`src/common/ssp_pkg.sv`:
```
// package for the buffered synchronous serial port
package ssp_pkg;
    // register offsets
    localparam logic [7:0] ADDR_CTRL_ONE   = 8'h26;
    localparam logic [7:0] ADDR_CTRL_TWO   = 8'h27;
    localparam logic [7:0] ADDR_STATUS     = 8'h27;
    localparam logic [7:0] ADDR_BUF_FIRST  = 8'h28;
    localparam logic [7:0] ADDR_BUF_LAST   = 8'h2f;
    localparam logic [7:0] ADDR_IRQ_STATUS = 8'h30;
    localparam logic [7:0] ADDR_IRQ_MASK   = 8'h31;
    localparam logic [7:0] ADDR_PRESCALER  = 8'h32;
    // control one fields and reset value
    localparam int         BIT_RUN         = 7;
    localparam int         BIT_ABORT       = 6;
    localparam int         MODE_LSB        = 3;
    localparam int         CLKSEL_LSB      = 0;
    localparam logic [7:0] CTRL_ONE_RESET  = 8'h00;
    // control two fields
    localparam int         WAIT_LSB        = 3;
    localparam int         COUNT_LSB       = 0;
    localparam logic [4:0] CTRL_TWO_RESET  = 5'h00;
    // status bit positions
    localparam int         BIT_ACTIVE      = 7;
    localparam int         BIT_SHIFTING    = 6;
    // mode codes
    localparam logic [2:0] MODE_TX8        = 3'h0;
    localparam logic [2:0] MODE_TX4        = 3'h2;
    localparam logic [2:0] MODE_DUPLEX8    = 3'h4;
    localparam logic [2:0] MODE_RX8        = 3'h5;
    localparam logic [2:0] MODE_RX4        = 3'h6;
    // clock select codes
    localparam logic [2:0] CLK_SLOWEST     = 3'h0;
    localparam logic [2:0] CLK_RESERVED    = 3'h6;
    localparam logic [2:0] CLK_EXTERNAL    = 3'h7;
    // divider exponents (half period = 2^(n-1) of the source; the fast one gives 2^(n-1-clksel))
    localparam int         DIV_SLOW_EXP    = 13;
    localparam int         DIV_LOWF_EXP    = 5;
    localparam int         DIV_FAST_EXP    = 9;
    localparam int         DEPTH           = 8;

    typedef enum logic [1:0] {
        SSP_IDLE, SSP_SHIFT, SSP_GAP
    } ssp_state_e;

    typedef struct packed {
        logic       run;
        logic       abort;
        logic [2:0] mode;
        logic [2:0] clksel;
    } ssp_ctrl_one_s;

    typedef struct packed {
        logic [1:0] wait_sel;
        logic [2:0] count;
    } ssp_ctrl_two_s;
endpackage

```
`src/verilog/ssp_clkgen.sv`:
```
// serial clock divider for the buffered serial port
`timescale 1ns/1ps
module ssp_clkgen #(
    parameter int CNT_W = 13
) (
    // clock and reset
    input  wire logic       clock,
    input  wire logic       sys_rst,
    // control
    input  wire logic       enable,
    input  wire logic [2:0] clksel,
    input  wire logic       low_tap,
    input  wire logic       low_freq_tick,
    // half-period tick
    output logic            half_tick
);
    initial begin
        if (CNT_W < ssp_pkg::DIV_SLOW_EXP) begin
            $error("ssp_clkgen: counter too narrow");
        end
    end

    logic [CNT_W-1:0] cnt;
    logic             use_low;
    logic [CNT_W-1:0] top;
    logic             step;

    // low tap counts low-frequency ticks, otherwise every clock
    assign use_low = (clksel == ssp_pkg::CLK_SLOWEST) && low_tap; // RQ9
    assign step    = use_low ? low_freq_tick : 1'b1;
    assign top     = use_low ?
        CNT_W'((1 << (ssp_pkg::DIV_LOWF_EXP - 1)) - 1) :
        (clksel == ssp_pkg::CLK_SLOWEST) ?
        CNT_W'((1 << (ssp_pkg::DIV_SLOW_EXP - 1)) - 1) :
        CNT_W'((1 << (ssp_pkg::DIV_FAST_EXP - 1 - 32'(clksel))) - 1); // RQ9
    assign half_tick = enable && step && (cnt >= top);

    // free divider, held clear while disabled
    always_ff @(posedge clock or posedge sys_rst) begin
        if (sys_rst) begin
            cnt <= '0;
        end else if (!enable || half_tick) begin
            cnt <= '0;
        end else if (step) begin
            cnt <= cnt + CNT_W'(1);
        end
    end
endmodule

```
`src/verilog/ssp_port.sv`:
```
// buffered clocked-synchronous serial port, device side
//
// How it works
// (RQ1) An eight-entry buffer holds words so up to 64 bits shift without help.
// (RQ2) One run moves the programmed number of words back to back.
// (RQ3) The eight entries sit at consecutive addresses 0x28 to 0x2f.
// (RQ4) Finishing the count raises done: empty for transmit, full otherwise.
// (RQ5) Internal clock 8-bit receive or duplex waits 0,1,3 or 7 word times.
// (RQ6) Writing run 1 starts a transfer and writing it 0 stops it; a 0 written in the wait between words is ignored.
// (RQ7) Abort 1 kills the transfer and clears itself; 0 lets it go on.
// (RQ8) Mode codes: 000 tx8, 010 tx4, 100 duplex8, 101 rx8, 110 rx4.
// (RQ9) Clock select picks a divided clock, low tap, or the external pin.
// (RQ10) Reset clears control one to all zeros.
// (RQ11) Software stops and aborts before changing mode or clock.
// (RQ12) Control one is write-only and reads back as zero.
// (RQ13) Data goes out on the falling edge and is sampled on the rising edge.
// (RQ14) Words go lsb first; 4-bit modes use the low nibble, receive zeros top.
// (RQ15) Count 000 is one word up to 111 as eight, from the lowest entry.
// (RQ16) Active flag drops when the current word ends after stop, or at abort.
// (RQ17) One done event per operation; the count setting is kept.
//
// Local design decision: the address-and-strobe port.
`timescale 1ns/1ps
module ssp_port #(
    parameter int DEPTH = ssp_pkg::DEPTH
) (
    // clock and reset
    input  wire logic       clock,
    input  wire logic       sys_rst,
    // register port
    input  wire logic [7:0] addr,
    input  wire logic [7:0] wdata,
    input  wire logic       wr,
    input  wire logic       rd,
    output logic [7:0]      rdata,
    // system state
    input  wire logic       low_freq_tick,
    input  wire logic       low_power_halt_state,
    // serial pins, clock pin split into in, out and enable
    input  wire logic       sck_in,
    output logic            sck_out,
    output logic            sck_oe_n,
    output logic            so,
    input  wire logic       si,
    // interrupt
    output logic            transfer_done_irq
);
    initial begin
        if (DEPTH != ssp_pkg::DEPTH) begin
            $error("ssp_port: buffer depth must be eight");
        end
    end

    ssp_pkg::ssp_ctrl_one_s ctrl;
    ssp_pkg::ssp_ctrl_two_s ctrl2;
    ssp_pkg::ssp_state_e    state;
    logic [7:0]             buffer [DEPTH];
    logic [2:0]             word_idx;
    logic [2:0]             bit_idx;
    logic [6:0]             gap_cnt;
    logic [7:0]             shreg;
    logic                   sck_lvl;
    logic                   sck_q;
    logic                   stop_req;
    logic                   irq_status;
    logic                   irq_mask;
    logic                   prescaler_tap_select;
    logic                   half_tick;

    // address decode
    wire sel_c1  = (addr == ssp_pkg::ADDR_CTRL_ONE);
    wire sel_c2  = (addr == ssp_pkg::ADDR_CTRL_TWO);
    wire sel_buf = (addr >= ssp_pkg::ADDR_BUF_FIRST) &&
                   (addr <= ssp_pkg::ADDR_BUF_LAST); // RQ3
    wire sel_ist = (addr == ssp_pkg::ADDR_IRQ_STATUS);
    wire sel_msk = (addr == ssp_pkg::ADDR_IRQ_MASK);
    wire sel_pre = (addr == ssp_pkg::ADDR_PRESCALER);
    wire [2:0] buf_idx = addr[2:0];

    // mode decode
    wire m_tx   = (ctrl.mode == ssp_pkg::MODE_TX8) ||
                  (ctrl.mode == ssp_pkg::MODE_TX4); // RQ8
    wire m_rx   = (ctrl.mode == ssp_pkg::MODE_RX8) ||
                  (ctrl.mode == ssp_pkg::MODE_RX4) ||
                  (ctrl.mode == ssp_pkg::MODE_DUPLEX8); // RQ8
    wire m_nib  = (ctrl.mode == ssp_pkg::MODE_TX4) ||
                  (ctrl.mode == ssp_pkg::MODE_RX4); // RQ14
    wire m_ok   = m_tx || m_rx;
    wire ext    = (ctrl.clksel == ssp_pkg::CLK_EXTERNAL); // RQ9
    wire clk_ok = (ctrl.clksel != ssp_pkg::CLK_RESERVED) &&
                  (ext || !low_power_halt_state ||
                   ctrl.clksel == ssp_pkg::CLK_SLOWEST);
    wire use_wait = !ext && (ctrl.mode == ssp_pkg::MODE_RX8 ||
                             ctrl.mode == ssp_pkg::MODE_DUPLEX8); // RQ5
    wire low_tap  = prescaler_tap_select || low_power_halt_state;
    wire [2:0] last_bit = m_nib ? 3'h3 : 3'h7; // RQ14

    // shift edges: internal level or pin after a one-cycle register
    wire fall = ext ? (sck_q && !sck_in) : (half_tick && sck_lvl);
    wire rise = ext ? (!sck_q && sck_in) : (half_tick && !sck_lvl);
    wire shifting  = (state == ssp_pkg::SSP_SHIFT);
    wire last_word = (word_idx == ctrl2.count); // RQ15
    wire word_end  = shifting && rise && (bit_idx == last_bit);
    wire op_done   = word_end && last_word; // RQ17
    wire abort_w   = wr && sel_c1 && wdata[ssp_pkg::BIT_ABORT];
    wire start_w   = wr && sel_c1 && wdata[ssp_pkg::BIT_RUN] &&
                     !wdata[ssp_pkg::BIT_ABORT];
    wire active    = (state != ssp_pkg::SSP_IDLE);
    wire [7:0] rx_word = m_nib ? {4'h0, si, shreg[3:1]} :
                                 {si, shreg[7:1]}; // RQ14
    wire [3:0] gap_len = 4'((4'h1 << ctrl2.wait_sel) - 4'h1); // RQ5

    ssp_clkgen #(
        .CNT_W         (ssp_pkg::DIV_SLOW_EXP)
    ) u_clkgen (
        .clock         (clock),
        .sys_rst       (sys_rst),
        .enable        ((shifting || state == ssp_pkg::SSP_GAP) && !ext),
        .clksel        (ctrl.clksel),
        .low_tap       (low_tap),
        .low_freq_tick (low_freq_tick),
        .half_tick     (half_tick)
    );

    // control registers, abort never stored as it self-clears
    always_ff @(posedge clock or posedge sys_rst) begin
        if (sys_rst) begin
            ctrl                 <= ssp_pkg::ssp_ctrl_one_s'(
                                    ssp_pkg::CTRL_ONE_RESET); // RQ10
            ctrl2                <= ssp_pkg::ssp_ctrl_two_s'(
                                    ssp_pkg::CTRL_TWO_RESET);
            irq_mask             <= 1'b0;
            prescaler_tap_select <= 1'b0;
        end else if (wr) begin
            if (sel_c1) begin
                ctrl       <= ssp_pkg::ssp_ctrl_one_s'(wdata); // RQ6
                ctrl.abort <= 1'b0; // RQ7
            end else if (sel_c2) begin
                ctrl2 <= ssp_pkg::ssp_ctrl_two_s'(wdata[4:0]);
            end else if (sel_msk) begin
                irq_mask <= wdata[0];
            end else if (sel_pre) begin
                prescaler_tap_select <= wdata[0];
            end
        end
    end

    // transfer sequencer
    always_ff @(posedge clock or posedge sys_rst) begin
        if (sys_rst) begin
            state    <= ssp_pkg::SSP_IDLE;
            word_idx <= 3'h0;
            bit_idx  <= 3'h0;
            gap_cnt  <= 7'h00;
            stop_req <= 1'b0;
        end else if (abort_w) begin
            state    <= ssp_pkg::SSP_IDLE; // RQ16
            stop_req <= 1'b0;
        end else begin
            case (state)
                ssp_pkg::SSP_IDLE: begin
                    if (start_w && m_ok && clk_ok) begin
                        state    <= ssp_pkg::SSP_SHIFT; // RQ6
                        word_idx <= 3'h0; // RQ15
                        bit_idx  <= 3'h0;
                        stop_req <= 1'b0;
                    end
                end
                ssp_pkg::SSP_SHIFT: begin
                    if (wr && sel_c1 && !wdata[ssp_pkg::BIT_RUN]) begin
                        stop_req <= 1'b1; // RQ6
                    end
                    if (rise) begin
                        bit_idx <= bit_idx + 3'h1;
                    end
                    if (word_end) begin
                        bit_idx  <= 3'h0;
                        word_idx <= word_idx + 3'h1; // RQ2
                        gap_cnt  <= {gap_len[2:0], 4'h0}; // 16 halves a word
                        if (last_word || stop_req) begin
                            state <= ssp_pkg::SSP_IDLE; // RQ16
                        end else if (use_wait && gap_len != 4'h0) begin
                            state <= ssp_pkg::SSP_GAP; // RQ5
                        end
                    end
                end
                default: begin
                    // wait counts half periods, pin held high meanwhile
                    if (half_tick) begin
                        gap_cnt <= gap_cnt - 7'h01;
                        if (gap_cnt == 7'h01) begin
                            state <= ssp_pkg::SSP_SHIFT; // RQ5
                        end
                    end
                end
            endcase
        end
    end

    // clock level, shift register and serial output
    always_ff @(posedge clock or posedge sys_rst) begin
        if (sys_rst) begin
            sck_lvl <= 1'b1;
            sck_q   <= 1'b1;
            shreg   <= 8'h00;
            so      <= 1'b1;
        end else begin
            sck_q <= sck_in;
            // idle high, and frozen high through the wait between words
            if (!shifting) begin
                sck_lvl <= 1'b1; // RQ5
            end else if (half_tick) begin
                sck_lvl <= !sck_lvl;
            end
            if (shifting && fall) begin
                // load at word start, else move toward lsb
                if (bit_idx == 3'h0) begin
                    so    <= buffer[word_idx][0]; // RQ13
                    shreg <= buffer[word_idx];
                end else if (m_rx) begin
                    // receive and duplex: the rising edge already moved the word
                    so <= shreg[0]; // RQ14
                end else begin
                    so    <= shreg[1]; // RQ14
                    shreg <= {1'b0, shreg[7:1]};
                end
            end else if (shifting && rise && m_rx) begin
                shreg <= rx_word;
            end
        end
    end

    // buffer entries: software writes, receive stores whole words
    genvar gi;
    generate
        for (gi = 0; gi < DEPTH; gi++) begin : g_buf
            always_ff @(posedge clock or posedge sys_rst) begin
                if (sys_rst) begin
                    buffer[gi] <= 8'h00;
                end else if (word_end && m_rx &&
                             word_idx == 3'(gi)) begin
                    buffer[gi] <= rx_word; // RQ1
                end else if (wr && sel_buf && buf_idx == 3'(gi)) begin
                    buffer[gi] <= wdata;
                end
            end
        end
    endgenerate

    // sticky done flag, set wins over write-one-to-clear
    always_ff @(posedge clock or posedge sys_rst) begin
        if (sys_rst) begin
            irq_status <= 1'b0;
        end else if (op_done) begin
            irq_status <= 1'b1; // RQ4
        end else if (wr && sel_ist && wdata[0]) begin
            irq_status <= 1'b0;
        end
    end

    // read data one cycle after strobe; control one reads as zero
    always_ff @(posedge clock or posedge sys_rst) begin
        if (sys_rst) begin
            rdata <= 8'h00;
        end else if (!rd) begin
            rdata <= 8'h00;
        end else if (sel_buf) begin
            rdata <= buffer[buf_idx];
        end else if (sel_ist) begin
            rdata <= {7'h00, irq_status};
        end else if (sel_msk) begin
            rdata <= {7'h00, irq_mask};
        end else if (sel_pre) begin
            rdata <= {7'h00, prescaler_tap_select};
        end else if (sel_c2) begin
            rdata <= {active, shifting, 6'h00}; // RQ16
        end else begin
            rdata <= 8'h00; // RQ12
        end
    end

    // pins and interrupt
    assign sck_out  = sck_lvl;
    assign sck_oe_n = ext || !active;
    assign transfer_done_irq = irq_status && irq_mask;

    a_done_irq_sets: assert property ( // RQ4
        @(posedge clock) disable iff (sys_rst)
        op_done |=> irq_status) else $error("done flag not set");
    a_abort_stops: assert property ( // RQ7
        @(posedge clock) disable iff (sys_rst)
        abort_w |=> !active) else $error("abort left active");
    a_reserved_idle: assert property ( // RQ8
        @(posedge clock) disable iff (sys_rst)
        (start_w && !m_ok && !active) |=> !active)
        else $error("reserved mode started");
    a_start_runs: assert property ( // RQ6
        @(posedge clock) disable iff (sys_rst)
        (start_w && m_ok && clk_ok && !active) |=> shifting)
        else $error("start ignored");
    a_count_kept: assert property ( // RQ17
        @(posedge clock) disable iff (sys_rst)
        op_done |=> $stable(ctrl2.count)) else $error("count lost");
    a_nibble_zero: assert property ( // RQ14
        @(posedge clock) disable iff (sys_rst)
        (word_end && m_rx && m_nib) |=> buffer[$past(word_idx)][7:4] == 4'h0)
        else $error("nibble top not zero");
    a_stop_ends: assert property ( // RQ16
        @(posedge clock) disable iff (sys_rst)
        (word_end && stop_req) |=> !active) else $error("stop late");
    a_word_first: assert property ( // RQ15
        @(posedge clock) disable iff (sys_rst)
        (!active ##1 active) |-> word_idx == 3'h0)
        else $error("not lowest entry first");
    a_gap_pin_high: assert property ( // RQ5
        @(posedge clock) disable iff (sys_rst)
        (state == ssp_pkg::SSP_GAP) |-> sck_out)
        else $error("clock ran in wait");
endmodule

```
`config.mk`:
```
export PLATFORM = sky130hd
export DESIGN_NAME = ssp_port
export DESIGN_NICKNAME = d
export VERILOG_FILES = /design/src/common/ssp_pkg.sv /design/src/verilog/ssp_clkgen.sv /design/src/verilog/ssp_port.sv
export SDC_FILE = /design/constraint.sdc
export NUM_CORES = 1
export LEC_CHECK = 0
export ABC_AREA = 0
export BUFFER_PORTS_ARGS = -buffer_cell sky130_fd_sc_hd__buf_4
export CORE_MARGIN = 3
export CORE_UTILIZATION = 45
export DETAILED_ROUTE_END_ITERATION = 7
export SLEW_MARGIN = 10
export SYNTH_ARGS = -nofsm -noshare
export SYNTH_HDL_FRONTEND = slang
export SYNTH_SLANG_ARGS = --single-unit
```
`constraint.sdc`:
```
create_clock -name clock -period 8 [get_ports clock]
set_input_delay 0.8 -clock clock [delete_from_list [all_inputs] [get_ports clock]]
set_output_delay 0.8 -clock clock [all_outputs]
set_load 0.005 [all_outputs]
```
==> results of run 1 <==
-- sequential cells by signal, summed over array words and instances, names as in the netlist, 2 cells and up --
| register | flops |
|---|---|
| shreg | 8 |
| u_clkgen.cnt | 13 |
| bit_idx | 3 |
| state | 2 |
| ctrl2 | 5 |
| gap_cnt | 7 |
| buffer | 64 |
| rdata | 8 |
| ctrl | 6 |
| word_idx | 3 |
-- cell usage in the layout, fill, tap and decap left out, types with 7 or more instances in the layout --
cell | synthesis | layout
dfrtp_1 | 123 | 123
a21oi_1 | 106 | 106
mux2i_1 | 83 | 83
nor2_1 | 70 | 70
nand2_1 | 68 | 68
buf_4 | 6 | 39
mux4_2 | 32 | 32
ha_1 | 28 | 28
o21ai_0 | 26 | 26
mux2_2 | 24 | 24
inv_1 | 22 | 21
nand3_1 | 19 | 19
clkbuf_16 | 0 | 17
nor2b_1 | 12 | 12
nand4_1 | 12 | 12
nor3_1 | 12 | 12
and2_1 | 9 | 9
xor2_1 | 9 | 9
xnor2_1 | 8 | 8
nand2b_1 | 7 | 7
-- cell usage after synthesis (all sizes together) (2+ instances only) --
cell type	count
nor3	15
or2	4
nand2	71
clkbuf	27
nand4	12
and2	12
a21o	4
nor3b	3
a31oi	6
xor2	9
ha	28
and2b	3
nor2b	12
mux2	24
o31ai	3
nand3b	5
a21oi	107
nand3	20
inv	23
mux4	32
a311oi	2
nor2	74
mux2i	83
o22ai	6
or3	5
o21ai	32
and4	2
a2111oi	2
a211oi	6
buf	25
o221a	5
nand2b	7
nor4	2
and3	2
dfrtp	123
dfstp	3
xnor2	8
-- worst reg2reg max path: cells and delay by family (launching register included) --
family,cells,cell delay [ns]
AOI/OAI and AO/OA,4,1.15
xor gates and xnor gates,1,0.14
adders and majority gates,3,1.15
DFF,1,0.52
and+or+nand+nor,7,2.21
-- per-layer routing --
| layer | vias up | routed length, um |
|---|---|---|
| li1 | 3016 | - |
| met1 | 3313 | 10200 |
| met2 | 235 | 11100 |
| met3 | 30 | 1570 |
| met4 | 0 | 389 |
| met5 | - | 0 |
-- per-stage QoR --
step,util (%),area (um^2)
after detailed placement,48.7,8570
after floorplan,-,8250
after global placement,48.7,8570
final,52.1,9180
after CTS,52.1,9170
after global routing,52.1,9180
-- worst min path at each step --
stage	from	to	cells past startpoint
floorplan	irq_status$_DFFE_PP0P_	irq_status$_DFFE_PP0P_	2
global placement	irq_status$_DFFE_PP0P_	irq_status$_DFFE_PP0P_	2
detailed placement	irq_status$_DFFE_PP0P_	irq_status$_DFFE_PP0P_	2
CTS	sys_rst	rdata[3]$_DFF_PP0_	2
global route	sys_rst	rdata[3]$_DFF_PP0_	2
finish	sys_rst	rdata[5]$_DFF_PP0_	2
-- area by class of cell --
class,count,area [um^2],area share [%]
Tap cell,225,282,3.07
Sequential cell,126,3160,34.4
Clock inverter,13,164,1.79
Inverter,23,88.8,0.968
Multi-Input combinational cell,621,4740,51.6
Clock buffer,19,443,4.83
Timing Repair Buffer,40,304,3.31
-- logic make-up (layout without fill, tap and decap cells) --
family          Yosys count  count (layout)
xor+xnor                 17              17
buf+inv                  75              95
fa+ha+maj                28              28
compound gates          182             182
flops                   126             126
mux                     139             139
simple gates            255             255
-- power by group --
group	internal (mW)	switching [mW]
Combinational	0.229	0.284
Clock	0.499	0.302
Sequential	0.723	0.149
Total	1.45	0.736
==> metrics.md, run 1 <==
| Metric | Value |
|---|---|
| Area contributors post-synth | `dfrtp_1 37%, mux2i_1 10%, mux4_2 8.7%` |
| Synth async-reset ratio | `100%` |
| Skew final | `around 0.0094 ns` |
| CP max FO | `19` |
| Worst setup SP type | `flop` |
| Status | `finished, final reports clean` |
| Fraction of layout cells with a size suffix above 1 | `between 10% and 20%` |
| Resized Gates After CTS | `0` |
| Slew Limit Fails | `0` |
| 1st-pass router iterations | `5` |
| Vias per cell | `roughly 6` |
| Number of fill cells | `approximately 1,600` |
| Largest area contributor in the netlist | `dfrtp_1` |
| Total GRT Usage | `24.0%` |
| Synth warn | `0` |
| CP Capture Type | `flop` |
| Critical R2R Launch | `ctrl[1]$_DFFE_PP0P_` |
| Ant diodes | `0` |
| Power, Total | `between 2 and 2.5 mW` |
| Reg2reg path depth | `15` |
| Pre-CTS WS | `2.81 ns` |
| Die width | `between 100 and 150 um` |
| Crit-path cells | `nor2_1, ha_1, nand3b_1, ha_1, nand2_1, xor2_1, nand2_1, ha_1, nand4_1, nor3_1, a2111oi_4, o221ai_4, nand4_1, a21oi_1, a21oi_1` |
| Critical Path RT | `about 8.3 ns` |
| CTS sink cnt | `between 100 and 150` |
| Fin nets | `881` |
| M2 GR Usage | `between 30% and 40%` |
| Fmax | `188 MHz` |
| Syn_nets | `~870` |
| Global-route wire length before repair | `37,300 um` |
| CP Buf/Inv Count | `0` |
| R2R Setup Slk | `2.67 ns` |
| I/O pin cnt | `36` |
| Largest family of logic cells by synthesized area | `multiplexers` |
| Xor/xnor share of the synthesized area | `1.81%` |
| Fin worst setup slack | `around 2.7 ns` |
| Post-synthesis mux area share | `approximately 22%` |
| Share of the synthesized area in the top cell type | `a little under two fifths` |
| # Post-CTS Setup Buffers | `0` |
| Clock root buffer master | `clkbuf_16` |
| Largest net degree at the start of global routing | `86` |
| Clock-pin slew on the worst setup and hold paths | `0.06 ns` |
| WL per Instance | `about 22 um` |
| Remaining DRCs | `0` |
| Setup CP Type | `flop to flop` |
| DIE AREA | `20,000 um^2` |
| Cts bufs inserted | `17` |
| Syn_area_per_cell | `10.0 um^2` |
| Routed vias | `roughly 6,600` |
| Max-cap violations | `0` |
| Period minus WS final | `about 5.3 ns` |
| Worst VDD drop | `around 220 uV` |
| CP Capture Point | `buffer[14]$_DFFE_PP0P_` |
| Dpl hpwl | `16,700 um` |
| Most used cell, CP | `ha_1` |
| CP max stage delay | `roughly 0.78 ns` |
| Post-synth cell types | `76` |
| HP Class | `input pin to async pin` |
| Pwr dens | `roughly 240 nW/um^2` |
| Initial antenna violation count | `0` |
| Fin Setup TNS | `0 ns` |
| Post-Syn Instances | `slightly above 800` |
| Hold_ws | `0.431 ns` |
| Syn Std Cell Area | `around 8000 um^2` |
| Cell Count Post-Placement | `1,035` |
| Compound-cell area share of the yosys netlist | `a little over an eighth` |
| Worst-Skew Late Latency | `between 0.4 and 0.5 ns` |
| Row count | `between 40 and 50` |
| Crit-path slowest cell | `nand4_1` |
| Critical path origin | `ctrl[1]$_DFFE_PP0P_` |
| Vias in the first global route | `6,604` |
| Core Box Area | `about 18,000 um^2` |
| Critical Path Stages | `15` |
| Simple-Gate Fraction of Synth Area | `15.8%` |
| Remaining antenna violation count | `0` |
| Crit path arrival time | `roughly 5.6 ns` |
| Die Ht | `~140 um` |
| EDFF count, synth | `0` |
| Finished Layout Cells | `roughly 1,100` |
| P&R area growth vs syn | `11.3%` |
| Unrepaired setup endpoints after global routing | `false` |
| H-Tree Depth | `4` |
| Setup-failing EPs final | `0` |
| Top_reg_cell synth | `dfrtp_1` |
| Final WL | `about 23,000 um` |
| Most used routing layer in global routing | `met2` |
| Seq/Total Area, Yosys | `38.3%` |
| Adder-cell share of the synthesized area | `between 4 and 5%` |
| Met1 Usage GRT | `about 33%` |
| Reg2reg end | `buffer[14]$_DFFE_PP0P_` |
| GR Overflow Total | `0` |
| CTS tree | `built` |
| Initial DRC count | `approximately 610` |
| Critical path's top delay family | `simple AND/OR/NAND/NOR gates` |
| GP Congestion | `roughly 0.9` |
| Max clock buf depth | `2` |
| Rel. slew slack | `19.4%` |
| Final hold vios | `0` |
| Hold Buf Count CTS | `0` |
| Initial Util | `between 40% and 50%` |
| IO Port Bufs | `35` |
| Post-synthesis register bit count | `between 100 and 150` |
| Leakage | `slightly below 4 nW` |
| Met3 Usage GRT | `roughly 5.6%` |
| Worst Tran Pin Value | `~1.2 ns` |
| Fin crit share | `66.7%` |
Note: power is estimated with default switching activity, not from simulation.
==> inputs of run 2 (changes only) <==
==> constraint.sdc (replaced) <==
create_clock -name clock -period 4.8 [get_ports clock]
set_input_delay 0.48 -clock clock [delete_from_list [all_inputs] [get_ports clock]]
set_output_delay 0.48 -clock clock [all_outputs]
set_load 0.005 [all_outputs]
==> metrics.md, run 2 (synthesized netlist as in run 1, its figures left out) <==
| Metric | Value |
|---|---|
| Setup-failing EPs final | `0 (unchanged)` |
| Remaining DRCs | `0 (unchanged)` |
| WL per Instance | `21.0 um (-3.6%)` |
| Top reg by flops | `buffer` |
| CP max FO | `12 (-7)` |
| Dpl hpwl | `16,100 um (-3.1%)` |
| Reg2reg end | `shreg[1]$_DFFE_PP0P_` |
| R2R Setup Slk | `0.22 ns (-2.45 ns)` |
| Vias per cell | `6.12 (-1.0%)` |
| Crit-path cells | `nor2_1, ha_1, nand3b_1, ha_1, nor2b_1, nand3_1, nand3_1, nand2_1, ha_1, o21ai_0, a2111oi_2, nand2_1, a211oi_2, o21bai_2, mux2_2, mux2_2` |
| Status | `finished, final reports clean` |
| Largest net degree at the start of global routing | `83 (-3.5%)` |
| Most frequent cells in the layout | `123 x dfrtp_1, 106 x a21oi_1, 83 x mux2i_1, 70 x nor2_1, 68 x nand2_1` |
| Critical path's top delay family | `compound AO/OA/AOI/OAI gates` |
| Final WL | `22,700 um (-2.5%)` |
| Leakage | `3.98 nW (+0.62%)` |
| 1st-pass router iterations | `5 (unchanged)` |
| Vias in the first global route | `6,603 (-0.015%)` |
| Total GRT Usage | `23.7% (-0.34 points)` |
| Critical R2R Launch | `ctrl[1]$_DFFE_PP0P_` |
| IO Port Bufs | `35 (unchanged)` |
| Critical Path RT | `5.11 ns (-3.16 ns)` |
| Fin crit share | `95.4% (+29 points)` |
| Fin worst setup slack | `0.221 ns (-2.45 ns)` |
| Max-cap violations | `0 (unchanged)` |
| Hold Buf Count CTS | `0 (unchanged)` |
| WL met2 | `10,600 um (-4.0%)` |
| Slew Limit Fails | `0 (unchanged)` |
| Crit-path slowest cell | `dfrtp_1` |
| Skew final | `0.00687 ns (-0.00248 ns)` |
| CP Capture Type | `flop` |
| Most common cell after layout, fill and taps aside | `dfrtp_1` |
| Ant diodes | `0 (unchanged)` |
| Utilization after layout | `52.5% (+0.33 points)` |
| Max layer used | `met4` |
| Row count | `48 (unchanged)` |
| Reg2reg path depth | `16 (+1)` |
| Core Box Area | `17,600 um^2 (unchanged)` |
| Most used cell, CP | `ha_1` |
| Fraction of layout cells with a size suffix above 1 | `21.1% (+1.3 points)` |
| Hold_sp | `sck_in` |
| Worst VDD drop | `283 uV (+27%)` |
| Hold Path Cell Cnt | `1` |
| Max clock buf depth | `2 (unchanged)` |
| Design area | `9230 um^2 (+0.63%)` |
| Cts bufs inserted | `17 (unchanged)` |
| Die width | `141 um (unchanged)` |
| Max reg flops | `64 (unchanged)` |
| Setup CP Type | `flop to flop` |
| CP max stage delay | `0.55 ns (-0.23 ns)` |
| H-Tree Depth | `4 (unchanged)` |
| Clock root buffer master | `clkbuf_16` |
| Clock-pin slew on the worst setup and hold paths | `0.06 ns (about the same)` |
| GP Congestion | `0.882 (-0.36%)` |
| Fmax | `218 MHz (+16%)` |
| Period minus WS final | `4.58 ns (-0.753 ns)` |
| Power, Total | `3.52 mW (+61%)` |
| Hold_ws | `0.189 ns (-0.241 ns)` |
| CTS sink cnt | `126 (unchanged)` |
| Crit path arrival time | `4.88 ns (-0.72 ns)` |
| M1 wire length | `10,400 um (+1.2%)` |
| HP Class | `input pin to flop` |
| Largest registers | `buffer x64, u_clkgen.cnt x13` |
| Initial antenna violation count | `0 (unchanged)` |
| Rel. slew slack | `19.3% (-0.076 points)` |
| Pre-CTS WS | `0.313 ns (-2.49 ns)` |
| CTS tree | `built` |
| Hold endpoint | `sck_q$_DFF_PP1_` |
| Number of fill cells | `1,578 (-1.1%)` |
| Met3 wire length | `1420 um (-9.6%)` |
| Fin Setup TNS | `0 ns (unchanged)` |
| Pwr dens | `381 nW/um^2 (+60%)` |
| Worst-Skew Late Latency | `0.42 ns (about the same)` |
| Worst setup SP type | `flop` |
| Initial DRC count | `647 (+6.4%)` |
| Global-route wire length before repair | `37,000 um (-0.81%)` |
| P&R area growth vs syn | `12.0%` |
| CP Buf/Inv Count | `0 (unchanged)` |
| Routed vias | `6,606 (+0.18%)` |
| Cell Count Post-Placement | `1,047 (+1.2%)` |
| Unrepaired setup endpoints after global routing | `false` |
| I/O pin cnt | `36 (unchanged)` |
| Final hold vios | `0 (unchanged)` |
| Initial Util | `46.9% (unchanged)` |
| GR Overflow Total | `0 (unchanged)` |
| Fin nets | `894 (+1.5%)` |
| Finished Layout Cells | `1,080 (+1.2%)` |
| Remaining antenna violation count | `0 (unchanged)` |
| DIE AREA | `20,000 um^2 (unchanged)` |
| Worst Tran Pin Value | `1.21 ns (+0.00114 ns)` |
| Post-DP Area | `8660 um^2 (+1.1%)` |
| Die Ht | `141 um (unchanged)` |
-- run 2: final cells by class --
cell class | count | area [um^2] | share of cell area, %
Multi-Input combinational cell | 621 | 4750 | 51.4
Tap cell | 225 | 282 | 3.05
Inverter | 23 | 88.8 | 0.962
Clock buffer | 20 | 447 | 4.84
Clock inverter | 12 | 114 | 1.23
Timing Repair Buffer | 53 | 398 | 4.31
Sequential cell | 126 | 3160 | 34.2
-- run 2: repair_timing --
action,4_1_cts,5_1_grt
gates resized for setup,0,2
setup endpoints to repair,0,13
buffers inserted,0,1
-- run 2: power breakdown --
part	internal [mW]	leakage [nW]	switching, mW
clock network	0.728	0.263	0.505
logic	0.384	2.04	0.454
registers	1.21	1.68	0.241
-- run 2: worst max path at each step --
stage | startpoint | slack, ns | end | cells after the start
3_3_place_gp | ctrl[2]$_DFFE_PP0P_ | 0.51 | shreg[1]$_DFFE_PP0P_ | 16
3_5_place_dp | ctrl[1]$_DFFE_PP0P_ | 0.31 | shreg[2]$_DFFE_PP0P_ | 16
4_1_cts | ctrl[1]$_DFFE_PP0P_ | 0.28 | gap_cnt[4]$_DFFE_PP0P_ | 16
2_1_floorplan | ctrl[1]$_DFFE_PP0P_ | 0.50 | shreg[0]$_DFFE_PP0P_ | 18
6_report | ctrl[1]$_DFFE_PP0P_ | 0.22 | shreg[1]$_DFFE_PP0P_ | 16
5_1_grt | ctrl[1]$_DFFE_PP0P_ | 0.03 | shreg[2]$_DFFE_PP0P_ | 16
-- run 2: routing by layer --
metal  track usage [%]  vias up
li1                  -     3027
met1              33.6     3327
met2              37.2      227
met3              4.92       25
met4              6.26        0
met5                 0        -
==> inputs of run 3 (changes only) <==
--- a/config.mk
+++ b/config.mk
@@ -5,7 +5,7 @@
 export SDC_FILE = /design/constraint.sdc
 export NUM_CORES = 1
 export LEC_CHECK = 0
-export ABC_AREA = 0
+export ABC_AREA = 1
 export BUFFER_PORTS_ARGS = -buffer_cell sky130_fd_sc_hd__buf_4
 export CORE_MARGIN = 3
 export CORE_UTILIZATION = 45
==> metrics.md, run 3 <==
| Metric | Value |
|---|---|
| Row count | `48 (unchanged)` |
| Clock-pin slew on the worst setup and hold paths | `0.06 ns (about the same)` |
| Vias in the first global route | `7,319 (+11%)` |
| Rel. slew slack | `39.4% (+20 points)` |
| Post-synth top cells | `345 x nand2_1, 138 x nand3_1, 133 x nor2_1, 123 x dfrtp_1, 118 x o21ai_0` |
| Fmax | `234 MHz (+7.4%)` |
| Seq/Total Area, Yosys | `38.5% (+0.20 points)` |
| Most common cell after layout, fill and taps aside | `nand2_1` |
| Fin crit share | `88.9% (-6.5 points)` |
| Final hold vios | `0 (unchanged)` |
| Met3 wire length | `1740 um (+22%)` |
| I/O pin cnt | `36 (unchanged)` |
| Crit path arrival time | `4.58 ns (-0.30 ns)` |
| Hold endpoint | `sck_q$_DFF_PP1_` |
| R2R Setup Slk | `0.53 ns (+0.31 ns)` |
| Synth warn | `0 (unchanged)` |
| Share of the synthesized area in the top cell type | `37.5% (+0.19 points)` |
| Top reg by flops | `buffer` |
| Vias per cell | `5.52 (-9.7%)` |
| Hold Path Cell Cnt | `1 (unchanged)` |
| Setup-failing EPs final | `0 (unchanged)` |
| GP Congestion | `0.882 (about the same)` |
| WL met2 | `10,600 um (-0.26%)` |
| WL per Instance | `17.2 um (-18%)` |
| Initial antenna violation count | `0 (unchanged)` |
| GR Overflow Total | `0 (unchanged)` |
| M1 wire length | `12,300 um (+18%)` |
| Fin worst setup slack | `0.535 ns (+0.314 ns)` |
| Max clock buf depth | `2 (unchanged)` |
| DIE AREA | `19,900 um^2 (-0.49%)` |
| Most frequent cell after synthesis | `nand2_1` |
| Die Ht | `141 um (-0.25%)` |
| Initial DRC count | `821 (+27%)` |
| Total GRT Usage | `25.8% (+2.1 points)` |
| Synth async-reset ratio | `100% (unchanged)` |
| Largest net degree at the start of global routing | `94 (+13%)` |
| CP Capture Type | `flop` |
| HP Class | `input pin to flop` |
| Critical R2R Launch | `ctrl[1]$_DFFE_PP0P_` |
| Syn Std Cell Area | `8200 um^2 (-0.52%)` |
| Worst Tran Pin Value | `0.907 ns (-0.299 ns)` |
| Max layer used | `met4` |
| Skew final | `0.00818 ns (+0.00131 ns)` |
| H-Tree Depth | `4 (unchanged)` |
| Post-Syn Instances | `1,192 (+45%)` |
| Fin Setup TNS | `0 ns (unchanged)` |
| Global-route wire length before repair | `40,700 um (+9.9%)` |
| Routed vias | `8,026 (+21%)` |
| Die width | `141 um (-0.25%)` |
| Post-synth cell types | `46 (-39%)` |
| Pre-CTS WS | `0.479 ns (+0.165 ns)` |
| Hold Buf Count CTS | `0 (unchanged)` |
| Fin nets | `1,268 (+42%)` |
| Clock root buffer master | `clkbuf_16` |
| IO Port Bufs | `35 (unchanged)` |
| Period minus WS final | `4.27 ns (-0.314 ns)` |
| Worst VDD drop | `264 uV (-6.7%)` |
| Area contributors post-synth | `dfrtp_1 38%, nand2_1 16%, nand3_1 8.4%` |
| Top_reg_cell synth | `dfrtp_1` |
| Unrepaired setup endpoints after global routing | `false` |
| Core Box Area | `17,600 um^2 (unchanged)` |
| Fraction of layout cells with a size suffix above 1 | `9.69% (-11 points)` |
| Dpl hpwl | `17,900 um (+11%)` |
| Max reg flops | `64 (unchanged)` |
| Pwr dens | `412 nW/um^2 (+8.1%)` |
| Setup CP Type | `flop to flop` |
| Reg2reg path depth | `20 (+4)` |
| Largest registers | `buffer x64, u_clkgen.cnt x13` |
| Remaining DRCs | `0 (unchanged)` |
| EDFF count, synth | `0 (unchanged)` |
| Worst-Skew Late Latency | `0.43 ns (about the same)` |
| Remaining antenna violation count | `0 (unchanged)` |
| Post-synthesis register bit count | `126 (unchanged)` |
| Slew Limit Fails | `0 (unchanged)` |
| Largest area contributor in the netlist | `dfrtp_1` |
| Reg2reg end | `buffer[21]$_DFFE_PP0P_` |
| CTS tree | `built` |
| P&R area growth vs syn | `12.3%` |
| Hold_sp | `sck_in` |
| Syn_nets | `1,244 (+42%)` |
| Initial Util | `46.6% (-0.24 points)` |
| CTS sink cnt | `126 (unchanged)` |
| Leakage | `4.58 nW (+15%)` |
| Max-cap violations | `0 (unchanged)` |
| 1st-pass router iterations | `5 (unchanged)` |
| Critical Path RT | `5.11 ns (about the same)` |
| Cts bufs inserted | `17 (unchanged)` |
| Syn_area_per_cell | `6.88 um^2 (-31%)` |
| CP max FO | `16 (+4)` |
| Status | `finished, final reports clean` |
| Worst setup SP type | `flop` |
| Ant diodes | `0 (unchanged)` |
| Most frequent cells in the layout | `345 x nand2_1, 138 x nand3_1, 133 x nor2_1, 123 x dfrtp_1, 118 x o21ai_0` |
| Final WL | `24,900 um (+9.9%)` |
## run 3: changes by cell type after synthesis, moves of 11 or more
| cell | delta |
|---|---|
| a21oi_1 | -70 |
| inv_1 | +73 |
| mux2_2 | -24 |
| mux2i_1 | -82 |
| mux4_2 | -32 |
| nand2_1 | +277 |
| nand3_1 | +119 |
| nor2_1 | +63 |
| nor2_2 | +11 |
| nor2b_1 | -12 |
| o21ai_0 | +92 |
| o22ai_1 | +33 |
## run 3: final cells by class
cell class | instances | area, um^2
flip-flops and latches | 126 | 3160
well taps | 225 | 282
multi-input cells | 920 | 4470
clock buffers | 18 | 439
clock inverters | 13 | 116
fillers | 1767 | 8380
repair buffers | 47 | 353
inverters | 104 | 395
## run 3: worst max path at each step
stage,to,startpoint
2_1_floorplan,bit_idx[0]$_DFFE_PP0P_,sys_rst
3_3_place_gp,buffer[11]$_DFFE_PP0P_,ctrl[1]$_DFFE_PP0P_
3_5_place_dp,buffer[13]$_DFFE_PP0P_,ctrl[1]$_DFFE_PP0P_
4_1_cts,buffer[13]$_DFFE_PP0P_,ctrl[1]$_DFFE_PP0P_
5_1_grt,buffer[21]$_DFFE_PP0P_,ctrl[1]$_DFFE_PP0P_
6_report,buffer[21]$_DFFE_PP0P_,ctrl[1]$_DFFE_PP0P_
## run 3: logic make-up after synthesis
group | Yosys count | synth area share [%]
flip-flops | 126 | 38.5
XOR/XNOR | 11 | 1.17
multiplexers | 1 | 0.122
adder cells (fa/ha/maj) | 28 | 4.27
buffers and inverters | 146 | 7.00
AO/OA/AOI/OAI | 216 | 14.6
AND/OR/NAND/NOR | 664 | 34.4
## run 3: what timing repair did
item                       in CTS  in global routing
gates resized for setup         0                  0
buffers inserted                0                  1
hold endpoints to repair        0                  0
setup endpoints to repair       0                  8
## run 3: metrics by stage
stage	hold WS (ns)	std cells	util, %	area [um^2]	total power, mW
finish	0.162	1453	52.4	9220	3.80
global route	0.156	1453	52.4	9220	4.05
CTS	0.152	1452	52.3	9210	3.80
detailed placement	0.464	1421	49.2	8650	2.55
global placement	0.465	1421	49.2	8650	2.54
floorplan	0.450	1192	-	8200	2.19
## run 3: layer usage
| metal | vias to the layer above | GRT usage (%) |
|---|---|---|
| li1 | 3990 | - |
| met1 | 3738 | 40.3 |
| met2 | 274 | 36.5 |
| met3 | 24 | 4.61 |
| met4 | 0 | 7.14 |
| met5 | - | 0 |
## run 3: worst max-delay path, cell delays in order, from the launching register on
cell,delay [ns]
dfrtp_1,0.50
nor2_1,0.13
ha_1,0.36
inv_1,0.12
nand3_1,0.09
ha_1,0.25
nand3_1,0.12
a21oi_1,0.21
o21ai_0,0.12
ha_1,0.32
nand2_1,0.06
nor2_1,0.13
nand2_1,0.10
nor2_1,0.09
nor2_1,0.04
nand3_1,0.15
nand3_2,0.15
a21oi_4,0.28
nand4_1,0.56
nand3_1,0.26
nand3_1,0.09
## run 3: where the power goes
part	internal, mW	total, mW	switching, mW
sequential	1.16	1.27	0.105
clock	0.723	1.24	0.520
combinational	0.408	1.29	0.879
total	2.29	3.80	1.50
